==> src/shared/lpm_consts.vh <==
/*
  Constants for the low power mode sequencer: register offsets, field
  positions, reset values, calendar load values and timing counts.
  Assumes it is included by bare name into plain Verilog-2005 design files.
*/
`ifndef LPM_CONSTS_VH
`define LPM_CONSTS_VH

// Register word indices on the AXI4-Lite slave; the byte address is four times.
`define REG_CTRL       6'h00
`define REG_STATUS     6'h01
`define REG_IRQ_STATUS 6'h02
`define REG_IRQ_MASK   6'h03
`define REG_PRIORITY   6'h04
`define REG_RTC_TIME   6'h05
`define REG_RTC_DATE   6'h06

// Control register fields.
`define CTRL_MODE_LSB   0
`define CTRL_SRC_LSB    2
`define CTRL_WAIT_BIT   8
`define CTRL_REARM_BIT  9
`define CTRL_RESET      32'h00000000

// Low power mode encodings.
`define MODE_SLEEP      2'h0
`define MODE_SOFT_STBY  2'h1
`define MODE_DEEP_STBY  2'h2

// Wake source encodings.
`define SRC_PIN         2'h0
`define SRC_MONITOR     2'h1
`define SRC_RTC         2'h2

// Interrupt status and mask bit positions.
`define IRQ_PIN         0
`define IRQ_RISE        1
`define IRQ_FALL        2
`define IRQ_TICK        3
`define IRQ_ENTERED     4
`define IRQ_EXITED      5
`define IRQ_MASK_RESET  6'h00

// Priority level of every wake source interrupt.
`define WAKE_PRIORITY   4'hf

// AXI response codes.
`define RESP_OKAY       2'h0
`define RESP_SLVERR     2'h2

// Calendar load values: 2013-01-01, Tuesday, 00:00:00, 24-hour counting.
`define RTC_INIT_YEAR   12'h7dd
`define RTC_INIT_MONTH  4'h1
`define RTC_INIT_DAY    5'h01
`define RTC_INIT_WDAY   3'h2
`define RTC_INIT_HOUR   5'h00
`define RTC_INIT_MIN    6'h00
`define RTC_INIT_SEC    6'h00

// Timing: clock rate, one calendar second, tick period in seconds.
`define CLK_HZ          200000000
`define RTC_SECOND_S    1
`define TICK_PERIOD_S   2'h2
`define INIT_CYCLES     5'h10
`define DEEP_RST_CYCLES 5'h08

`endif

==> src/hdl/rtc_calendar.v <==
/*
  Calendar counter with a periodic tick every two seconds.
  Assumes a one-cycle second enable from the parent's divider and a
  load pulse whenever the parent reruns its initial setup.
*/
`timescale 1ns/1ps
`include "lpm_consts.vh"

module rtc_calendar (
   input  wire        aclk,
   input  wire        aresetn,
   input  wire        load,
   input  wire        sec_en,
   output reg  [5:0]  sec,
   output reg  [5:0]  min,
   output reg  [4:0]  hour,
   output reg  [4:0]  day,
   output reg  [3:0]  month,
   output reg  [11:0] year,
   output reg  [2:0]  weekday,
   output reg         tick
);

   reg [1:0] tick_phase;   // Seconds elapsed inside the current tick period.

   // Days in a month; the simple leap test holds for years 1901 to 2099.
   function [4:0] month_days;
      input [3:0]  m;
      input [11:0] y;
      begin
         case (m)
            4'h2: month_days = (y[1:0] == 2'h0) ? 5'h1d : 5'h1c;
            4'h4, 4'h6, 4'h9, 4'hb: month_days = 5'h1e;
            default: month_days = 5'h1f;
         endcase
      end
   endfunction

   // Calendar advance; the load sets the fixed start date and time.
   always @(posedge aclk) begin
      if (!aresetn || load) begin
         sec        <= `RTC_INIT_SEC; // RULE8
         min        <= `RTC_INIT_MIN;
         hour       <= `RTC_INIT_HOUR;
         day        <= `RTC_INIT_DAY;
         month      <= `RTC_INIT_MONTH;
         year       <= `RTC_INIT_YEAR;
         weekday    <= `RTC_INIT_WDAY;
         tick       <= 1'b0;
         tick_phase <= 2'h0;
      end else begin
         tick <= 1'b0;
         if (sec_en) begin
            // The tick fires once per period of whole seconds.
            if (tick_phase == `TICK_PERIOD_S - 2'h1) begin
               tick_phase <= 2'h0;
               tick       <= 1'b1; // RULE7
            end else begin
               tick_phase <= tick_phase + 2'h1;
            end
            if (sec != 6'h3b) begin
               sec <= sec + 6'h1;
            end else begin
               sec <= 6'h00;
               if (min != 6'h3b) begin
                  min <= min + 6'h1;
               end else begin
                  min <= 6'h00;
                  // Hours wrap at 23 because the counter runs in 24-hour form.
                  if (hour != 5'h17) begin
                     hour <= hour + 5'h1; // RULE8
                  end else begin
                     hour    <= 5'h00;
                     weekday <= (weekday == 3'h6) ? 3'h0 : weekday + 3'h1;
                     if (day != month_days(month, year)) begin
                        day <= day + 5'h1;
                     end else begin
                        day <= 5'h01;
                        if (month != 4'hc) begin
                           month <= month + 4'h1;
                        end else begin
                           month <= 4'h1;
                           year  <= year + 12'h1;
                        end
                     end
                  end
               end
            end
         end
      end
   end

endmodule

==> src/hdl/low_power_mode_sequencer.v <==
/*
  Low power mode sequencer: AXI4-Lite registers, wake source edges, a
  calendar with periodic tick, indicator pins and one level interrupt.
  Assumes pin inputs synchronous to aclk, one write and one read at a time.
*/
// Added by the designer: the register addresses and the AXI4-Lite interface to the registers.
`timescale 1ns/1ps
`include "lpm_consts.vh"

// Operation
// RULE1: Three low power modes, one chosen per entry.
// RULE2: One wake source selected for entry and exit.
// RULE3: Wake pin requests on falling edges, unfiltered.
// RULE4: All wake source interrupts at priority 15.
// RULE5: Rising monitor requests on crossing upper threshold.
// RULE6: Falling monitor requests on crossing lower threshold.
// RULE7: Periodic tick request every two seconds.
// RULE8: Calendar starts 2013-01-01 Tuesday, 24-hour.
// RULE9: Ready lit, then entering lit on entry trigger.
// RULE10: Sleep or standby exit lights exited indicator.
// RULE11: Deep standby exit resets, reinitialises, lights exited.
// RULE12: Pin request enters when waiting, exits when low.
// RULE13: Tick enters when waiting, exits when low.
// RULE14: Falling monitor enters, rising monitor exits.
// RULE15: Switch drives pin; three lamp outputs.
// RULE16: Wait command enters the mode selected then.
module low_power_mode_sequencer #(
   parameter CYCLES_PER_SECOND = `CLK_HZ * `RTC_SECOND_S
) (
   input  wire        aclk,
   input  wire        aresetn,
   input  wire [7:0]  s_axi_awaddr,
   input  wire        s_axi_awvalid,
   output wire        s_axi_awready,
   input  wire [31:0] s_axi_wdata,
   input  wire [3:0]  s_axi_wstrb,
   input  wire        s_axi_wvalid,
   output wire        s_axi_wready,
   output reg  [1:0]  s_axi_bresp,
   output reg         s_axi_bvalid,
   input  wire        s_axi_bready,
   input  wire [7:0]  s_axi_araddr,
   input  wire        s_axi_arvalid,
   output wire        s_axi_arready,
   output reg  [31:0] s_axi_rdata,
   output reg  [1:0]  s_axi_rresp,
   output reg         s_axi_rvalid,
   input  wire        s_axi_rready,
   input  wire        wake_port_pin,
   input  wire        supply_above_upper,
   input  wire        supply_below_lower,
   output reg         ready_indicator_pin,
   output reg         entering_indicator_pin,
   output reg         exited_indicator_pin,
   output reg         sleep_active,
   output reg         soft_standby_active,
   output reg         deep_standby_active,
   output wire        irq
);

   // Sequencer states, one-hot.
   localparam [5:0] S_INIT   = 6'h01;  // Initial setup in progress.
   localparam [5:0] S_READY  = 6'h02;  // Waiting for the entry trigger.
   localparam [5:0] S_ARMED  = 6'h04;  // Entry seen, waiting for the wait command.
   localparam [5:0] S_LOW    = 6'h08;  // Inside the low power mode.
   localparam [5:0] S_RESET  = 6'h10;  // Internal reset after deep standby exit.
   localparam [5:0] S_EXITED = 6'h20;  // Mode left, exited indicator lit.

   reg  [5:0]  state;           // Current sequencer state.
   reg  [5:0]  next_state;      // State for the next edge.
   reg  [4:0]  phase_cnt;       // Cycle count inside init and reset states.
   reg         deep_exit;       // Survives the internal reset of deep exit.
   reg  [1:0]  mode_sel;        // Software choice of low power mode.
   reg  [1:0]  src_sel;         // Software choice of wake source.
   reg  [1:0]  active_mode;     // Mode latched at the wait command.
   reg  [5:0]  irq_status;      // Sticky event bits.
   reg  [5:0]  irq_mask;        // Enables for the interrupt output.
   reg         pin_q;           // Previous pin level for edge detection.
   reg         above_q;         // Previous upper comparator level.
   reg         below_q;         // Previous lower comparator level.
   reg  [31:0] sec_cnt;         // Divider for the one second enable.
   reg         sec_en;          // One-cycle second enable.
   reg         aw_held;         // Write address captured.
   reg         w_held;          // Write data captured.
   reg  [5:0]  aw_idx;          // Captured write word index.
   reg         aw_ok;           // Captured write address is word aligned and low.
   reg  [31:0] w_data;          // Captured write data.
   reg  [3:0]  w_strb;          // Captured write strobes.
   wire [5:0]  rtc_sec;
   wire [5:0]  rtc_min;
   wire [4:0]  rtc_hour;
   wire [4:0]  rtc_day;
   wire [3:0]  rtc_month;
   wire [11:0] rtc_year;
   wire [2:0]  rtc_wday;
   wire        periodic_tick_interrupt;  // Tick from the calendar.
   wire        external_wake_pin_interrupt;
   wire        rising_voltage_monitor;
   wire        falling_voltage_monitor;
   wire        entry_trig;      // Entry trigger of the selected source.
   wire        exit_trig;       // Exit trigger of the selected source.
   wire        wr_fire;         // A captured write is carried out.
   wire        rd_fire;         // A read address is taken.
   wire        wait_cmd;        // Software wait command.
   wire        rearm_cmd;       // Software request to run again.
   wire [5:0]  ev_set;          // Events setting sticky bits this cycle.
   wire        rd_clear;        // Read of the interrupt status register clears it.
   wire [5:0]  rd_idx;          // Read word index.
   wire        rd_ok;           // Read address maps to a register.
   wire        stay_low;        // Low power state held across this edge.

   // True when an address is word aligned and hits a mapped register.
   function addr_ok;
      input [7:0] a;
      begin
         addr_ok = (a[1:0] == 2'h0) && (a[7:2] <= `REG_RTC_DATE);
      end
   endfunction

   // Calendar and periodic tick.
   rtc_calendar u_rtc (
      .aclk    (aclk),
      .aresetn (aresetn),
      .load    (state == S_INIT && phase_cnt == 5'h00),
      .sec_en  (sec_en),
      .sec     (rtc_sec),
      .min     (rtc_min),
      .hour    (rtc_hour),
      .day     (rtc_day),
      .month   (rtc_month),
      .year    (rtc_year),
      .weekday (rtc_wday),
      .tick    (periodic_tick_interrupt)
   );

   // One second enable; the divider runs in every mode so no time is lost in sleep or soft standby.
   always @(posedge aclk) begin
      if (!aresetn) begin
         sec_cnt <= 32'h0;
         sec_en  <= 1'b0;
      end else if (sec_cnt == CYCLES_PER_SECOND - 1) begin
         sec_cnt <= 32'h0;
         sec_en  <= 1'b1;
      end else begin
         sec_cnt <= sec_cnt + 32'h1;
         sec_en  <= 1'b0;
      end
   end

   // Previous levels of the pin and comparators, for edge detection.
   // No filter stage sits here, so a one-cycle glitch is a real request.
   always @(posedge aclk) begin
      if (!aresetn) begin
         pin_q   <= 1'b1;
         above_q <= 1'b1;
         below_q <= 1'b0;
      end else begin
         pin_q   <= wake_port_pin;
         above_q <= supply_above_upper;
         below_q <= supply_below_lower;
      end
   end

   // Requests: falling pin edge (the switch pulls low) and both threshold crossings.
   assign external_wake_pin_interrupt = pin_q & ~wake_port_pin; // RULE3 RULE15
   assign rising_voltage_monitor = ~above_q & supply_above_upper; // RULE5
   assign falling_voltage_monitor = ~below_q & supply_below_lower; // RULE6

   // Entry and exit triggers of the one selected source.
   assign entry_trig = (src_sel == `SRC_PIN)     ? external_wake_pin_interrupt :
                       (src_sel == `SRC_MONITOR) ? falling_voltage_monitor : // RULE14
                       (src_sel == `SRC_RTC)     ? periodic_tick_interrupt : // RULE2 RULE13
                       1'b0;
   assign exit_trig  = (src_sel == `SRC_PIN)     ? external_wake_pin_interrupt : // RULE12
                       (src_sel == `SRC_MONITOR) ? rising_voltage_monitor : // RULE14
                       (src_sel == `SRC_RTC)     ? periodic_tick_interrupt : // RULE13
                       1'b0;

   // Write channel: address and data are captured in either order.
   assign s_axi_awready = ~aw_held & ~s_axi_bvalid;
   assign s_axi_wready  = ~w_held & ~s_axi_bvalid;
   assign wr_fire       = aw_held & w_held & ~s_axi_bvalid;
   assign wait_cmd      = wr_fire & aw_ok & (aw_idx == `REG_CTRL) & w_strb[1] &
                          w_data[`CTRL_WAIT_BIT];
   assign rearm_cmd     = wr_fire & aw_ok & (aw_idx == `REG_CTRL) & w_strb[1] &
                          w_data[`CTRL_REARM_BIT];

   // Write capture, register update and response.
   always @(posedge aclk) begin
      if (!aresetn) begin
         aw_held      <= 1'b0;
         w_held       <= 1'b0;
         aw_idx       <= 6'h00;
         aw_ok        <= 1'b0;
         w_data       <= 32'h0;
         w_strb       <= 4'h0;
         s_axi_bvalid <= 1'b0;
         s_axi_bresp  <= `RESP_OKAY;
         mode_sel     <= `MODE_SLEEP;
         src_sel      <= `SRC_PIN;
         irq_mask     <= `IRQ_MASK_RESET;
      end else begin
         if (s_axi_awvalid && s_axi_awready) begin
            aw_held <= 1'b1;
            aw_idx  <= s_axi_awaddr[7:2];
            aw_ok   <= addr_ok(s_axi_awaddr);
         end
         if (s_axi_wvalid && s_axi_wready) begin
            w_held <= 1'b1;
            w_data <= s_axi_wdata;
            w_strb <= s_axi_wstrb;
         end
         if (wr_fire) begin
            aw_held      <= 1'b0;
            w_held       <= 1'b0;
            s_axi_bvalid <= 1'b1;
            // Read-only registers accept and ignore writes.
            s_axi_bresp  <= aw_ok ? `RESP_OKAY : `RESP_SLVERR;
            if (aw_ok && aw_idx == `REG_CTRL && w_strb[0]) begin
               mode_sel <= w_data[`CTRL_MODE_LSB +: 2]; // RULE1
               src_sel  <= w_data[`CTRL_SRC_LSB +: 2]; // RULE2
            end
            if (aw_ok && aw_idx == `REG_IRQ_MASK && w_strb[0]) begin
               irq_mask <= w_data[5:0];
            end
         end else if (s_axi_bvalid && s_axi_bready) begin
            s_axi_bvalid <= 1'b0;
         end
      end
   end

   // Read channel: one read outstanding, data from a register.
   assign s_axi_arready = ~s_axi_rvalid;
   assign rd_fire       = s_axi_arvalid & s_axi_arready;
   assign rd_idx        = s_axi_araddr[7:2];
   assign rd_ok         = addr_ok(s_axi_araddr);
   assign rd_clear      = rd_fire & rd_ok & (rd_idx == `REG_IRQ_STATUS);

   // Read data mux and response.
   always @(posedge aclk) begin
      if (!aresetn) begin
         s_axi_rvalid <= 1'b0;
         s_axi_rdata  <= 32'h0;
         s_axi_rresp  <= `RESP_OKAY;
      end else if (rd_fire) begin
         s_axi_rvalid <= 1'b1;
         s_axi_rresp  <= rd_ok ? `RESP_OKAY : `RESP_SLVERR;
         s_axi_rdata  <= 32'h0;
         if (rd_ok) begin
            case (rd_idx)
               `REG_CTRL:       s_axi_rdata <= {28'h0, src_sel, mode_sel};
               `REG_STATUS:     s_axi_rdata <= {14'h0, active_mode, 3'h0, deep_exit, 2'h0, state,
                                                1'b0, exited_indicator_pin, entering_indicator_pin,
                                                ready_indicator_pin};
               `REG_IRQ_STATUS: s_axi_rdata <= {26'h0, irq_status};
               `REG_IRQ_MASK:   s_axi_rdata <= {26'h0, irq_mask};
               // Every wake source sits at the same fixed priority level.
               `REG_PRIORITY:   s_axi_rdata <= {20'h0, {3{`WAKE_PRIORITY}}}; // RULE4
               `REG_RTC_TIME:   s_axi_rdata <= {11'h0, rtc_hour, 2'h0, rtc_min, 2'h0, rtc_sec};
               `REG_RTC_DATE:   s_axi_rdata <= {1'b0, rtc_wday, rtc_year, 4'h0,
                                                rtc_month, 3'h0, rtc_day};
               default:         s_axi_rdata <= 32'h0;
            endcase
         end
      end else if (s_axi_rvalid && s_axi_rready) begin
         s_axi_rvalid <= 1'b0;
      end
   end

   // Event bits feeding the sticky status register.
   assign ev_set = {(state == S_LOW) & exit_trig,
                    (state == S_ARMED) & wait_cmd,
                    periodic_tick_interrupt,
                    falling_voltage_monitor,
                    rising_voltage_monitor,
                    external_wake_pin_interrupt};

   // Sticky status; an event in the clearing cycle still sets its bit.
   always @(posedge aclk) begin
      if (!aresetn) begin
         irq_status <= 6'h00;
      end else begin
         irq_status <= (rd_clear ? 6'h00 : irq_status) | ev_set;
      end
   end

   // Level interrupt while any unmasked status bit is set.
   assign irq = |(irq_status & irq_mask);

   // Next state of the sequencer.
   always @* begin
      next_state = state;
      case (state)
         S_INIT: begin
            if (phase_cnt == `INIT_CYCLES - 5'h1) begin
               next_state = deep_exit ? S_EXITED : S_READY; // RULE11
            end
         end
         S_READY: if (entry_trig) next_state = S_ARMED; // RULE9 RULE12
         S_ARMED: begin
            // Entry waits for the wait command, not for the trigger alone.
            if (wait_cmd) begin
               next_state = S_LOW; // RULE16
            end
         end
         S_LOW: begin
            if (exit_trig) begin
               next_state = (active_mode == `MODE_DEEP_STBY) ? S_RESET : S_EXITED; // RULE10
            end
         end
         S_RESET: begin
            if (phase_cnt == `DEEP_RST_CYCLES - 5'h1) begin
               next_state = S_INIT; // RULE11
            end
         end
         S_EXITED: if (rearm_cmd) next_state = S_READY;
         default: next_state = S_INIT;
      endcase
   end

   // State, phase counter, latched mode and retained deep exit flag.
   always @(posedge aclk) begin
      if (!aresetn) begin
         state       <= S_INIT;
         phase_cnt   <= 5'h00;
         deep_exit   <= 1'b0;
         active_mode <= `MODE_SLEEP;
      end else begin
         state     <= next_state;
         phase_cnt <= (next_state != state) ? 5'h00 : phase_cnt + 5'h1;
         if (state == S_ARMED && wait_cmd) begin
            // An undefined selection falls back to sleep.
            active_mode <= (mode_sel == `MODE_SOFT_STBY ||
                            mode_sel == `MODE_DEEP_STBY) ? mode_sel : `MODE_SLEEP; // RULE16 RULE1
         end
         if (state == S_RESET) begin
            deep_exit <= 1'b1; // RULE11
         end else if (rearm_cmd && state == S_EXITED) begin
            deep_exit <= 1'b0;
         end
      end
   end

   assign stay_low = (next_state == S_LOW) && (state == S_LOW);
   // Indicator pins and mode outputs, all from flip-flops.
   always @(posedge aclk) begin
      if (!aresetn) begin
         ready_indicator_pin    <= 1'b0;
         entering_indicator_pin <= 1'b0;
         exited_indicator_pin   <= 1'b0;
         sleep_active           <= 1'b0;
         soft_standby_active    <= 1'b0;
         deep_standby_active    <= 1'b0;
      end else begin
         ready_indicator_pin    <= (next_state == S_READY); // RULE9 RULE15
         entering_indicator_pin <= (next_state == S_ARMED) || (next_state == S_LOW); // RULE9
         exited_indicator_pin   <= (next_state == S_EXITED); // RULE10 RULE11
         sleep_active           <= stay_low && (active_mode == `MODE_SLEEP);
         soft_standby_active    <= stay_low && (active_mode == `MODE_SOFT_STBY);
         deep_standby_active    <= stay_low && (active_mode == `MODE_DEEP_STBY);
      end
   end

endmodule

==> config.mk <==
export PLATFORM = sky130hd
export DESIGN_NAME = low_power_mode_sequencer
export DESIGN_NICKNAME = d
export VERILOG_FILES = /design/src/hdl/rtc_calendar.v /design/src/hdl/low_power_mode_sequencer.v
export VERILOG_INCLUDE_DIRS = /design/src /design/src/shared
export SDC_FILE = /design/constraint.sdc
export NUM_CORES = 1
export LEC_CHECK = 0
export BUFFER_PORTS_ARGS = -buffer_cell sky130_fd_sc_hd__buf_4
export CORE_ASPECT_RATIO = 1.2
export CORE_MARGIN = 2
export CORE_UTILIZATION = 60
export CTS_CLUSTER_DIAMETER = 50
export DETAILED_ROUTE_END_ITERATION = 8
export GPL_TIMING_DRIVEN = 1
export HOLD_SLACK_MARGIN = 0.03
export PLACE_DENSITY_LB_ADDON = 0.25
export SETUP_SLACK_MARGIN = 0.3
export SLEW_MARGIN = 20
export SYNTH_ARGS = -nofsm -noshare
export SYNTH_HDL_FRONTEND = slang
export SYNTH_SLANG_ARGS = --single-unit
==> constraint.sdc <==
create_clock -name aclk -period 7.41 [get_ports aclk]
set_clock_uncertainty 0.2 [all_clocks]
set_input_delay 0.3705 -clock aclk [delete_from_list [all_inputs] [get_ports aclk]]
set_output_delay 0.3705 -clock aclk [all_outputs]
set_load 0.1 [all_outputs]
# Yosys cells after proc, flatten, opt, wreduce, memory -nomap -nowiden
# Cells that the tools add are included.
dict set report word_totals {
  latchBits 0
  romBits 0
  register_bits 175
  wordCells 210
  input_bits 62
  mem_count 0
  ram_bits 0
}
dict set report classes {
  n_eq_ne 39
  shifts 0
  reduce_logical 45
  multipliers 0
  n_div 0
  n_bitwise 33
  addsub 10
  mux 42
  magnitude_cmp 2
}
# op count
set op_table {}
lappend op_table {{$pmux 31 s7} 1}
lappend op_table {{$mux 6} 11}
lappend op_table {{$pmux 6 s6} 1}
lappend op_table {{$mux 5} 7}
lappend op_table {{$add 32x1->32 const B} 1}
lappend op_table {{$eq 32x28->1 const B} 1}
lappend op_table {{$mux 31} 1}
lappend op_table {{$eq 6x2->1 const B} 5}
lappend op_table {{$eq 6x3->1 const B} 5}
lappend op_table {{$and 1x1->1} 17}
lappend op_table {{$logic_and 1x1->1} 17}
lappend op_table {{$add 5x1->5 const B} 3}
lappend op_table {{$mux 1} 14}
lappend op_table {{$not 1->1} 14}
lappend op_table {{$add 12x1->12 const B} 1}
lappend op_table {{$add 6x1->6 const B} 2}
lappend op_table {{$eq 6x1->1 const B} 2}
lappend op_table {{$eq 6x4->1 const B} 2}
lappend op_table {{$eq 6x6->1 const B} 2}
lappend op_table {{$le 6x3->1 const B} 2}
lappend op_table {{$logic_not 6->1} 2}
lappend op_table {{$ne 6x6->1 const B} 2}
lappend op_table {{$logic_not 2->1} 5}
lappend op_table {{$pmux 5 s2} 1}
lappend op_table {{other kinds (33)} 52}

# Longest topological paths before layout
# Gate-level depths: netlist of run 1.
dict set report logic_depth {
  depth_word 11
  ltp_mapped 10
  ltp_nobuf 8
}

# By module
# Synthesis of run 1 repeated with hierarchy kept, for this count alone.
dict set report hier_totals {
  hier_cells 918
  area_unflattened_um2 8015.2
}
# mod area_per_inst_um2 seq_area_each_um2 n_inst cells_each
set by_module_without_submodules {}
lappend by_module_without_submodules {low_power_mode_sequencer 5861.9 2482.4 1 669}
lappend by_module_without_submodules {rtc_calendar 2153.3 880.8 1 249}

# Worst setup path after synthesis of run 1
# Ideal clock, no wire load.
dict set report synth_path {
  path_type {register to register}
  startpoint {register s_axi_bvalid}
  endpoint {register w_data[9]}
  setup_slack_ns 4.290
  period_less_slack_ns 3.120
  path_buffers 1
  arrival_ns 2.849
  path_stages_with_launch 6
  cell_sequence {dfxtp_1 nor2_1 and2_1 clkbuf_1 nand2_1 a21oi_1}
}
dict set report synth_via {
  elab_chain_cells 3
}
# element line
set synth_lines {}
lappend synth_lines {{from (decl)} low_power_mode_sequencer.v:40} ;# output reg s_axi_bvalid,
lappend synth_lines {{from (signal assigned)} low_power_mode_sequencer.v:197} ;# s_axi_bvalid <= 1'b0;
lappend synth_lines {{from (signal assigned)} low_power_mode_sequencer.v:216} ;# s_axi_bvalid <= 1'b1;
lappend synth_lines {{from (signal assigned)} low_power_mode_sequencer.v:227} ;# s_axi_bvalid <= 1'b0;
lappend synth_lines {{$not 1->1} low_power_mode_sequencer.v:181} ;# assign s_axi_wready = ~w_held & ~s_axi_bvalid;
lappend synth_lines {{$and 1x1->1} low_power_mode_sequencer.v:181}
lappend synth_lines {{via s_axi_wready} low_power_mode_sequencer.v:38} ;# output wire s_axi_wready,
lappend synth_lines {{$logic_and 1x1->1} low_power_mode_sequencer.v:208} ;# if (s_axi_wvalid && s_axi_wready) begin
lappend synth_lines {{to (signal assigned)} low_power_mode_sequencer.v:210} ;# w_data <= s_axi_wdata;
lappend synth_lines {{to (decl)} low_power_mode_sequencer.v:87} ;# reg [31:0] w_data;
# The timed path passes the listed nets, and every way through them passes these cells.
# A chain may end at the register's enable or synchronous reset.

# Final worst setup path of run 1
dict set report layout_path {
  startpoint {register u_rtc.month[0]}
  endpoint {register u_rtc.year[11]}
}
dict set report layout_via {
  elab_chain_cells 11
  word_cells_on_any_way 17
  classes_between {7 x eq/ne; 6 x mux; 2 x bitwise; 2 x reduce/logical}
}
# element line
set layout_lines {}
lappend layout_lines {{from (decl)} rtc_calendar.v:18} ;# output reg [3:0] month,
lappend layout_lines {{from (signal assigned)} rtc_calendar.v:46} ;# month <= `RTC_INIT_MONTH;
lappend layout_lines {{from (signal assigned)} rtc_calendar.v:80} ;# month <= month + 4'h1;
lappend layout_lines {{$eq 4x3->1 / $eq 4x4->1 (equally long branches)} rtc_calendar.v:31} ;# case (m)
lappend layout_lines {{$reduce_or 4->1} rtc_calendar.v:31}
lappend layout_lines {{$pmux 5 s2} rtc_calendar.v:31}
lappend layout_lines {{$mux 5} rtc_calendar.v:70} ;# if (hour != 5'h17) begin
lappend layout_lines {{$mux 5} rtc_calendar.v:65} ;# if (min != 6'h3b) begin
lappend layout_lines {{$mux 5} rtc_calendar.v:61} ;# if (sec != 6'h3b) begin
lappend layout_lines {{$mux 5} rtc_calendar.v:53} ;# if (sec_en) begin
lappend layout_lines {{$mux 5} rtc_calendar.v:41} ;# if (!aresetn || load) begin
lappend layout_lines {{$ne 5x5->1} rtc_calendar.v:75} ;# if (day != month_days(month, year)) begin
lappend layout_lines {{$not 1->1 (no line)} -}
lappend layout_lines {{$reduce_and 6->1 (no line) (*)} -}
lappend layout_lines {{to (signal assigned)} rtc_calendar.v:47} ;# year <= `RTC_INIT_YEAR;
lappend layout_lines {{to (signal assigned)} rtc_calendar.v:83} ;# year <= year + 12'h1;
lappend layout_lines {{to (decl)} rtc_calendar.v:19} ;# output reg [11:0] year,
# Mark *: on every way between the ends. The rest lies on a longest branch, timed or not. The select of a mux whose other input is x is not followed.

==> results of run 1 <==
==> power by group <==
part / total [mW] / switching, mW / internal [mW]
logic: 0.144 / 0.0980 / 0.0461
clock network: 0.913 / 0.356 / 0.557
registers: 0.927 / 0.0109 / 0.916
==> worst paths after layout <==
| path | to | from | cells past startpoint |
|---|---|---|---|
| max | u_rtc.year[11]$_SDFFE_PP0P_ | u_rtc.month[0]$_SDFFE_PP1P_ | 8 |
| min | above_q$_SDFF_PN1_ | aresetn | 2 |
| max reg2reg | u_rtc.year[11]$_SDFFE_PP0P_ | u_rtc.month[0]$_SDFFE_PP1P_ | 8 |
| min reg2reg | u_rtc.tick$_SDFF_PP0_ | u_rtc.tick_phase[1]$_SDFFE_PP0P_ | 1 |
==> worst reg2reg max path, delay by kind of cell (launching register included) <==
| family | cells | cell delay [ns] |
|---|---|---|
| AND/OR/NAND/NOR | 3 | 1.67 |
| AO/OA/AOI/OAI | 2 | 0.39 |
| multiplexers | 1 | 0.14 |
| adder cells (fa/ha/maj) | 1 | 0.17 |
| buffers and inverters | 1 | 0.14 |
| flip-flops | 1 | 0.34 |
==> cells in the mapped netlist (22+ instances only) <==
cell type	n
nand3_1	35
nand2_1	89
dfxtp_1	168
clkbuf_1	37
and3_1	23
o21ai_0	27
xnor2_1	22
xor2_1	27
nor2_1	126
inv_1	26
a21oi_1	69
==> per-stage QoR <==
step	worst slack (ns)	utilization
2_1_floorplan	4.29	-
3_3_place_gp	4.34	0.660
3_5_place_dp	4.32	0.660
4_1_cts	4.30	0.726
5_1_grt	4.12	0.726
6_report	4.29	0.726
==> repair_timing <==
| action | CTS | global route |
|---|---|---|
| buffers inserted | 0 | 0 |
| hold buffers | 21 | 0 |
| gates resized for setup | 0 | 0 |
| hold endpoints to repair | 21 | 0 |
==> sequential cells by signal, indices dropped and copies added (netlist names), 2 cells and up <==
signal	flops
src_sel	2
active_mode	2
irq_mask	6
w_strb	2
u_rtc.sec	6
aw_idx	6
irq_status	6
mode_sel	2
u_rtc.weekday	3
u_rtc.year	12
u_rtc.min	6
s_axi_rdata	29
u_rtc.tick_phase	2
sec_cnt	32
w_data	8
state	6
u_rtc.day	5
u_rtc.month	4
u_rtc.hour	5
phase_cnt	5
==> area by class of cell <==
type	instances	area share
clock inverter	10	0.0160
inverter	27	0.0112
timing repair buffer	102	0.0902
multi-input combinational	661	0.437
clock buffer	21	0.0519
sequential	168	0.371
tap	164	0.0226
==> routing by layer <==
metal	GRT usage	up-vias
li1	-	3292
met1	0.320	3088
met2	0.492	176
met3	0.0510	37
met4	0.104	0
met5	0	-
==> cell families after synthesis <==
kind of cell             share of synthesized area
AO/OA/AOI/OAI                                0.129
flip-flops                                   0.442
AND/OR/NAND/NOR                              0.275
multiplexers                                0.0339
buffers and inverters                       0.0396
XOR/XNOR                                    0.0564
other                                     0.000493
adder cells (fa/ha/maj)                     0.0230
==> results.yml, run 1 <==
critical_path:
  critPathMaxStageDelay_ns: 0.66
  cp-start-kind: "flip-flop"
  reg2reg_slack_ns: 4.29
  path_class: "flip-flop to flip-flop"
  required_ns: 7.56
  crit_slowest_cell: "or4_4"
  worstPathMaxFanout: 20
  cp_cell_sequence: "inv_1, ha_1, or3b_2, mux2i_1, o21a_1, or4_4, or4_1, a21oi_1"
  crit_path_end_kind: "flip-flop"
  crit_buf_inv: 1
  crit_arrival_ns: 3.27
  crit_family: "simple AND/OR/NAND/NOR gates"
routing:
  wl_met2_um: 9320
  vias_per_cell: 5.72
  routedWlPerCell_um: 15.7
  wl_met3_um: 769
  drt_iter0_drc: 432
  num_vias: 6593
  m1WireLength_um: 7570
  dr.pass1.iters: 5
  drc: 0
  ant_nets: 0
  highest_layer: "met4"
  routed_wl_um: 18100
yosys:
  synth_cell_type_count: 65
  syn_avg_cell_area_um2: 8.47
  yosys.area.top_type: "dfxtp_1"
  ys.flop_type: "dfxtp_1"
  synth_edf_count: 0
  ys.warnings.count: 0
  synth_area_um2: 7610
  synth_top_area_frac: 0.442
  synth-seq-area-share: 0.442
  synth_seq_cells: 168
  async_flop_share: 0
  synthCells: 898
  yosys-top-cells-area: "dfxtp_1 (44%), nor2_1 (6.2%), a21oi_1 (4.5%)"
sta:
  finalCritPeriodShare: 0.421
  slew_violations: 0
  setup_violations: 0
  rsz0062_at_grt: "false"
  slew_headroom: 0.316
  finalCriticalPeriod_ns: 3.12
  final_hold_viol_count: 0
  clock.fmax_ghz: 0.321
  holdWs_ns: 0.0501
  fin_tns_setup_ns: 0
  tightest_slew_ns: 1.02
final_layout:
  layout_commonest_cell: "dfxtp_1"
  stdcell_area_um2: 9070
  multi_input_area_um2: 3970
  syn_to_final_growth_pct: 19.2
  mostFrequentLayoutCells: "dfxtp_1 (168), nor2_1 (126), nand2_1 (89)"
  final_cells: 1153
  n_fill_cell: 965
  fin_nets: 1053
  drive_gt1_frac: 0.130
  antennaDiodeCount: 0
  seqCellArea_um2: 3360
die:
  io_pins: 110
  die-area_um2: 13600
  dieWidth_um: 107
  start_util: 0.609
  std_cell_rows: 45
  coreArea_um2: 12500
  dieHeight_um: 127
place:
  numPortBuffers: 78
  gp_congestion: 0.891
  placed_area_um2: 8240
  post-dp-hpwl_um: 12200
  place_inst: 1101
clock_network:
  cts_buffer_depth: 2
  cts_sinks: 168
  cts_tree: "yes"
  root_buffer: "clkbuf_16"
  clock_latency_ns: 0.42
  cts_buffers: 17
  path_clk_slew_ns: 0.06
  htreeDepth: 4
power_and_ir_drop:
  finalPower_mw: 1.98
  p_leak_nw: 3.59
  peakVddDrop_v: 0.000145
  powerDensity_nw_per_um2: 219
global_route:
  grtUsageTotal: 0.273
  grt_pass1_vias: 6373
  grt_pass1_wl_um: 29900
  grt_overflow: 0
  antenna_found_initial: 0
  grt_max_degree: 78
run:
  drv_cap: 0
status:
  status: "complete, no violations"
worst_hold_path:
  hold_path_class: "input pin to flip-flop"
Power figures use the tool's default switching activity.
==> inputs of run 2 (changes only) <==
--- a/config.mk
+++ b/config.mk
@@ -9,7 +9,7 @@
 export BUFFER_PORTS_ARGS = -buffer_cell sky130_fd_sc_hd__buf_4
 export CORE_ASPECT_RATIO = 1.2
 export CORE_MARGIN = 2
-export CORE_UTILIZATION = 60
+export CORE_UTILIZATION = 52
 export CTS_CLUSTER_DIAMETER = 50
 export DETAILED_ROUTE_END_ITERATION = 8
 export GPL_TIMING_DRIVEN = 1
==> constraint.sdc (replaced) <==
create_clock -name aclk -period 2.53 [get_ports aclk]
set_clock_uncertainty 0.2 [all_clocks]
set_input_delay 0.1265 -clock aclk [delete_from_list [all_inputs] [get_ports aclk]]
set_output_delay 0.1265 -clock aclk [all_outputs]
set_load 0.1 [all_outputs]
==> results.yml, run 2 (synthesized netlist as in run 1, its figures left out) <==
status:
  status: "finished, violations left"
  violations: "setup timing"
routing:
  ant_nets: 0
  num_vias: 7046
  drc: 0
  dr.pass1.iters: 4
  vias_per_cell: 5.58
  routedWlPerCell_um: 15.8
  drt_iter0_drc: 595
  routed_wl_um: 20000
critical_path:
  required_ns: 2.70
  r2r-end: "u_rtc.year[7]$_SDFFE_PP1P_"
  reg2reg_slack_ns: -0.24
  cp-start-kind: "flip-flop"
  path_class: "flip-flop to flip-flop"
  crit_arrival_ns: 2.94
  crit-reg2reg-launch: "u_rtc.month[0]$_SDFFE_PP1P_"
  r2r_cells: 9
  crit_path_end_kind: "flip-flop"
  worstPathMaxFanout: 5
power_and_ir_drop:
  powerDensity_nw_per_um2: 585
  p_leak_nw: 4.12
  peakVddDrop_v: 0.000394
global_route:
  grt_max_degree: 31
  grt_pass1_wl_um: 31800
  grt_overflow: 0
  antenna_found_initial: 0
  grtUsageTotal: 0.257
  grt_pass1_vias: 6649
die:
  start_util: 0.530
  dieHeight_um: 137
  io_pins: 110
  std_cell_rows: 48
  coreArea_um2: 14400
  dieWidth_um: 114
  die-area_um2: 15600
place:
  placed_area_um2: 8720
  post-dp-hpwl_um: 12900
  gp_congestion: 0.863
  numPortBuffers: 78
worst_hold_path:
  holdCritStartpoint: "s_axi_wvalid"
  hold_path_class: "input pin to flip-flop"
  hold-path-endpoint: "w_held$_SDFFE_PP0P_"
  hold_depth: 3
final_layout:
  antennaDiodeCount: 0
  fin_nets: 1150
  largestRegisters: "sec_cnt x32, s_axi_rdata x29, u_rtc.year x12"
  syn_to_final_growth_pct: 35.8
  regMostFlops: "sec_cnt"
  layout_commonest_cell: "dfxtp_1"
  largest_register_ff_count: 32
  drive_gt1_frac: 0.247
  stdcell_area_um2: 10300
  mostFrequentLayoutCells: "dfxtp_1 (151), buf_4 (145), nor2_1 (119)"
clock_network:
  htreeDepth: 4
  clock_latency_ns: 0.43
  path_clk_slew_ns: 0.06
  cts_tree: "yes"
  root_buffer: "clkbuf_16"
  cts_sinks: 168
  cts_buffer_depth: 2
  cts_buffers: 17
sta:
  final_hold_viol_count: 0
  setup_violations: 12
  slew_violations: 0
  rsz0062_at_grt: "true"
  layout_setup_ws_ns: -0.241
  holdWs_ns: 0.0598
  clock.fmax_ghz: 0.361
  finalCritPeriodShare: 1.10
  finalCriticalPeriod_ns: 2.77
run:
  drv_cap: 0
-- run 2: area by class of cell --
cell class / count / area, um^2
Multi-Input combinational cell: 661 / 4310
Clock inverter: 11 / 165
Inverter: 27 / 104
Sequential cell: 168 / 3400
Tap cell: 175 / 219
Timing Repair Buffer: 199 / 1640
Clock buffer: 21 / 492
Fill cell: 1051 / 4020
-- run 2: how the worst max path moves through the flow --
stage                                           start                           to  slack (ns)  cells after the start
after global placement    u_rtc.month[0]$_SDFFE_PP1P_  u_rtc.month[3]$_SDFFE_PP0P_       -0.15                      9
after CTS                 u_rtc.month[0]$_SDFFE_PP1P_   u_rtc.year[7]$_SDFFE_PP1P_       -0.22                      9
after floorplan           u_rtc.month[0]$_SDFFE_PP1P_   u_rtc.year[5]$_SDFFE_PP0P_       -0.20                      9
final                     u_rtc.month[0]$_SDFFE_PP1P_   u_rtc.year[7]$_SDFFE_PP1P_       -0.24                      9
after global routing      u_rtc.month[0]$_SDFFE_PP1P_   u_rtc.year[3]$_SDFFE_PP1P_       -0.28                     11
after detailed placement  u_rtc.month[0]$_SDFFE_PP1P_   u_rtc.year[5]$_SDFFE_PP0P_       -0.20                      8
-- run 2: repair_timing --
action	4_1_cts	5_1_grt
endpoints found under the setup margin	35	35
setup buffers	13	11
gates cloned	1	0
resized for setup	48	35
pin swaps	24	21
hold buffers	45	0
hold endpoints to repair	38	0
-- run 2: where the power goes --
group / internal (mW) / total [mW] / switching, mW
Combinational: 0.182 / 0.486 / 0.304
Clock: 1.79 / 2.85 / 1.06
Sequential: 2.68 / 2.71 / 0.0343
-- run 2: metal layers --
metal  share of wire  GRT usage  vias to the layer above
li1                -          -                     3475
met3           0.040     0.0465                       37
met5               0          0                        -
met1            0.42      0.312                     3353
met2            0.51      0.445                      181
met4           0.023      0.111                        0
-- run 2: per-stage QoR --
stage / utilization / TNS [ns] / instances / worst slack [ns] / power [mW]
global route: 0.720 / -2.77 / 1262 / -0.282 / 6.22
floorplan: - / -0.659 / 902 / -0.199 / 3.06
CTS: 0.705 / -1.42 / 1251 / -0.218 / 6.07
detailed placement: 0.608 / -1.18 / 1160 / -0.198 / 3.18
finish: 0.720 / -1.95 / 1262 / -0.241 / 6.05
global placement: 0.608 / -0.872 / 1160 / -0.155 / 3.17
-- run 2: worst max-delay path, stage by stage (launching register included) --
cell and delay (ns):
dfxtp_2 0.34, inv_4 0.06, ha_4 0.11, or3b_4 0.39
mux2i_1 0.13, o21a_1 0.21, or4_4 0.57, buf_6 0.15
or4_1 0.46, nand3_1 0.09
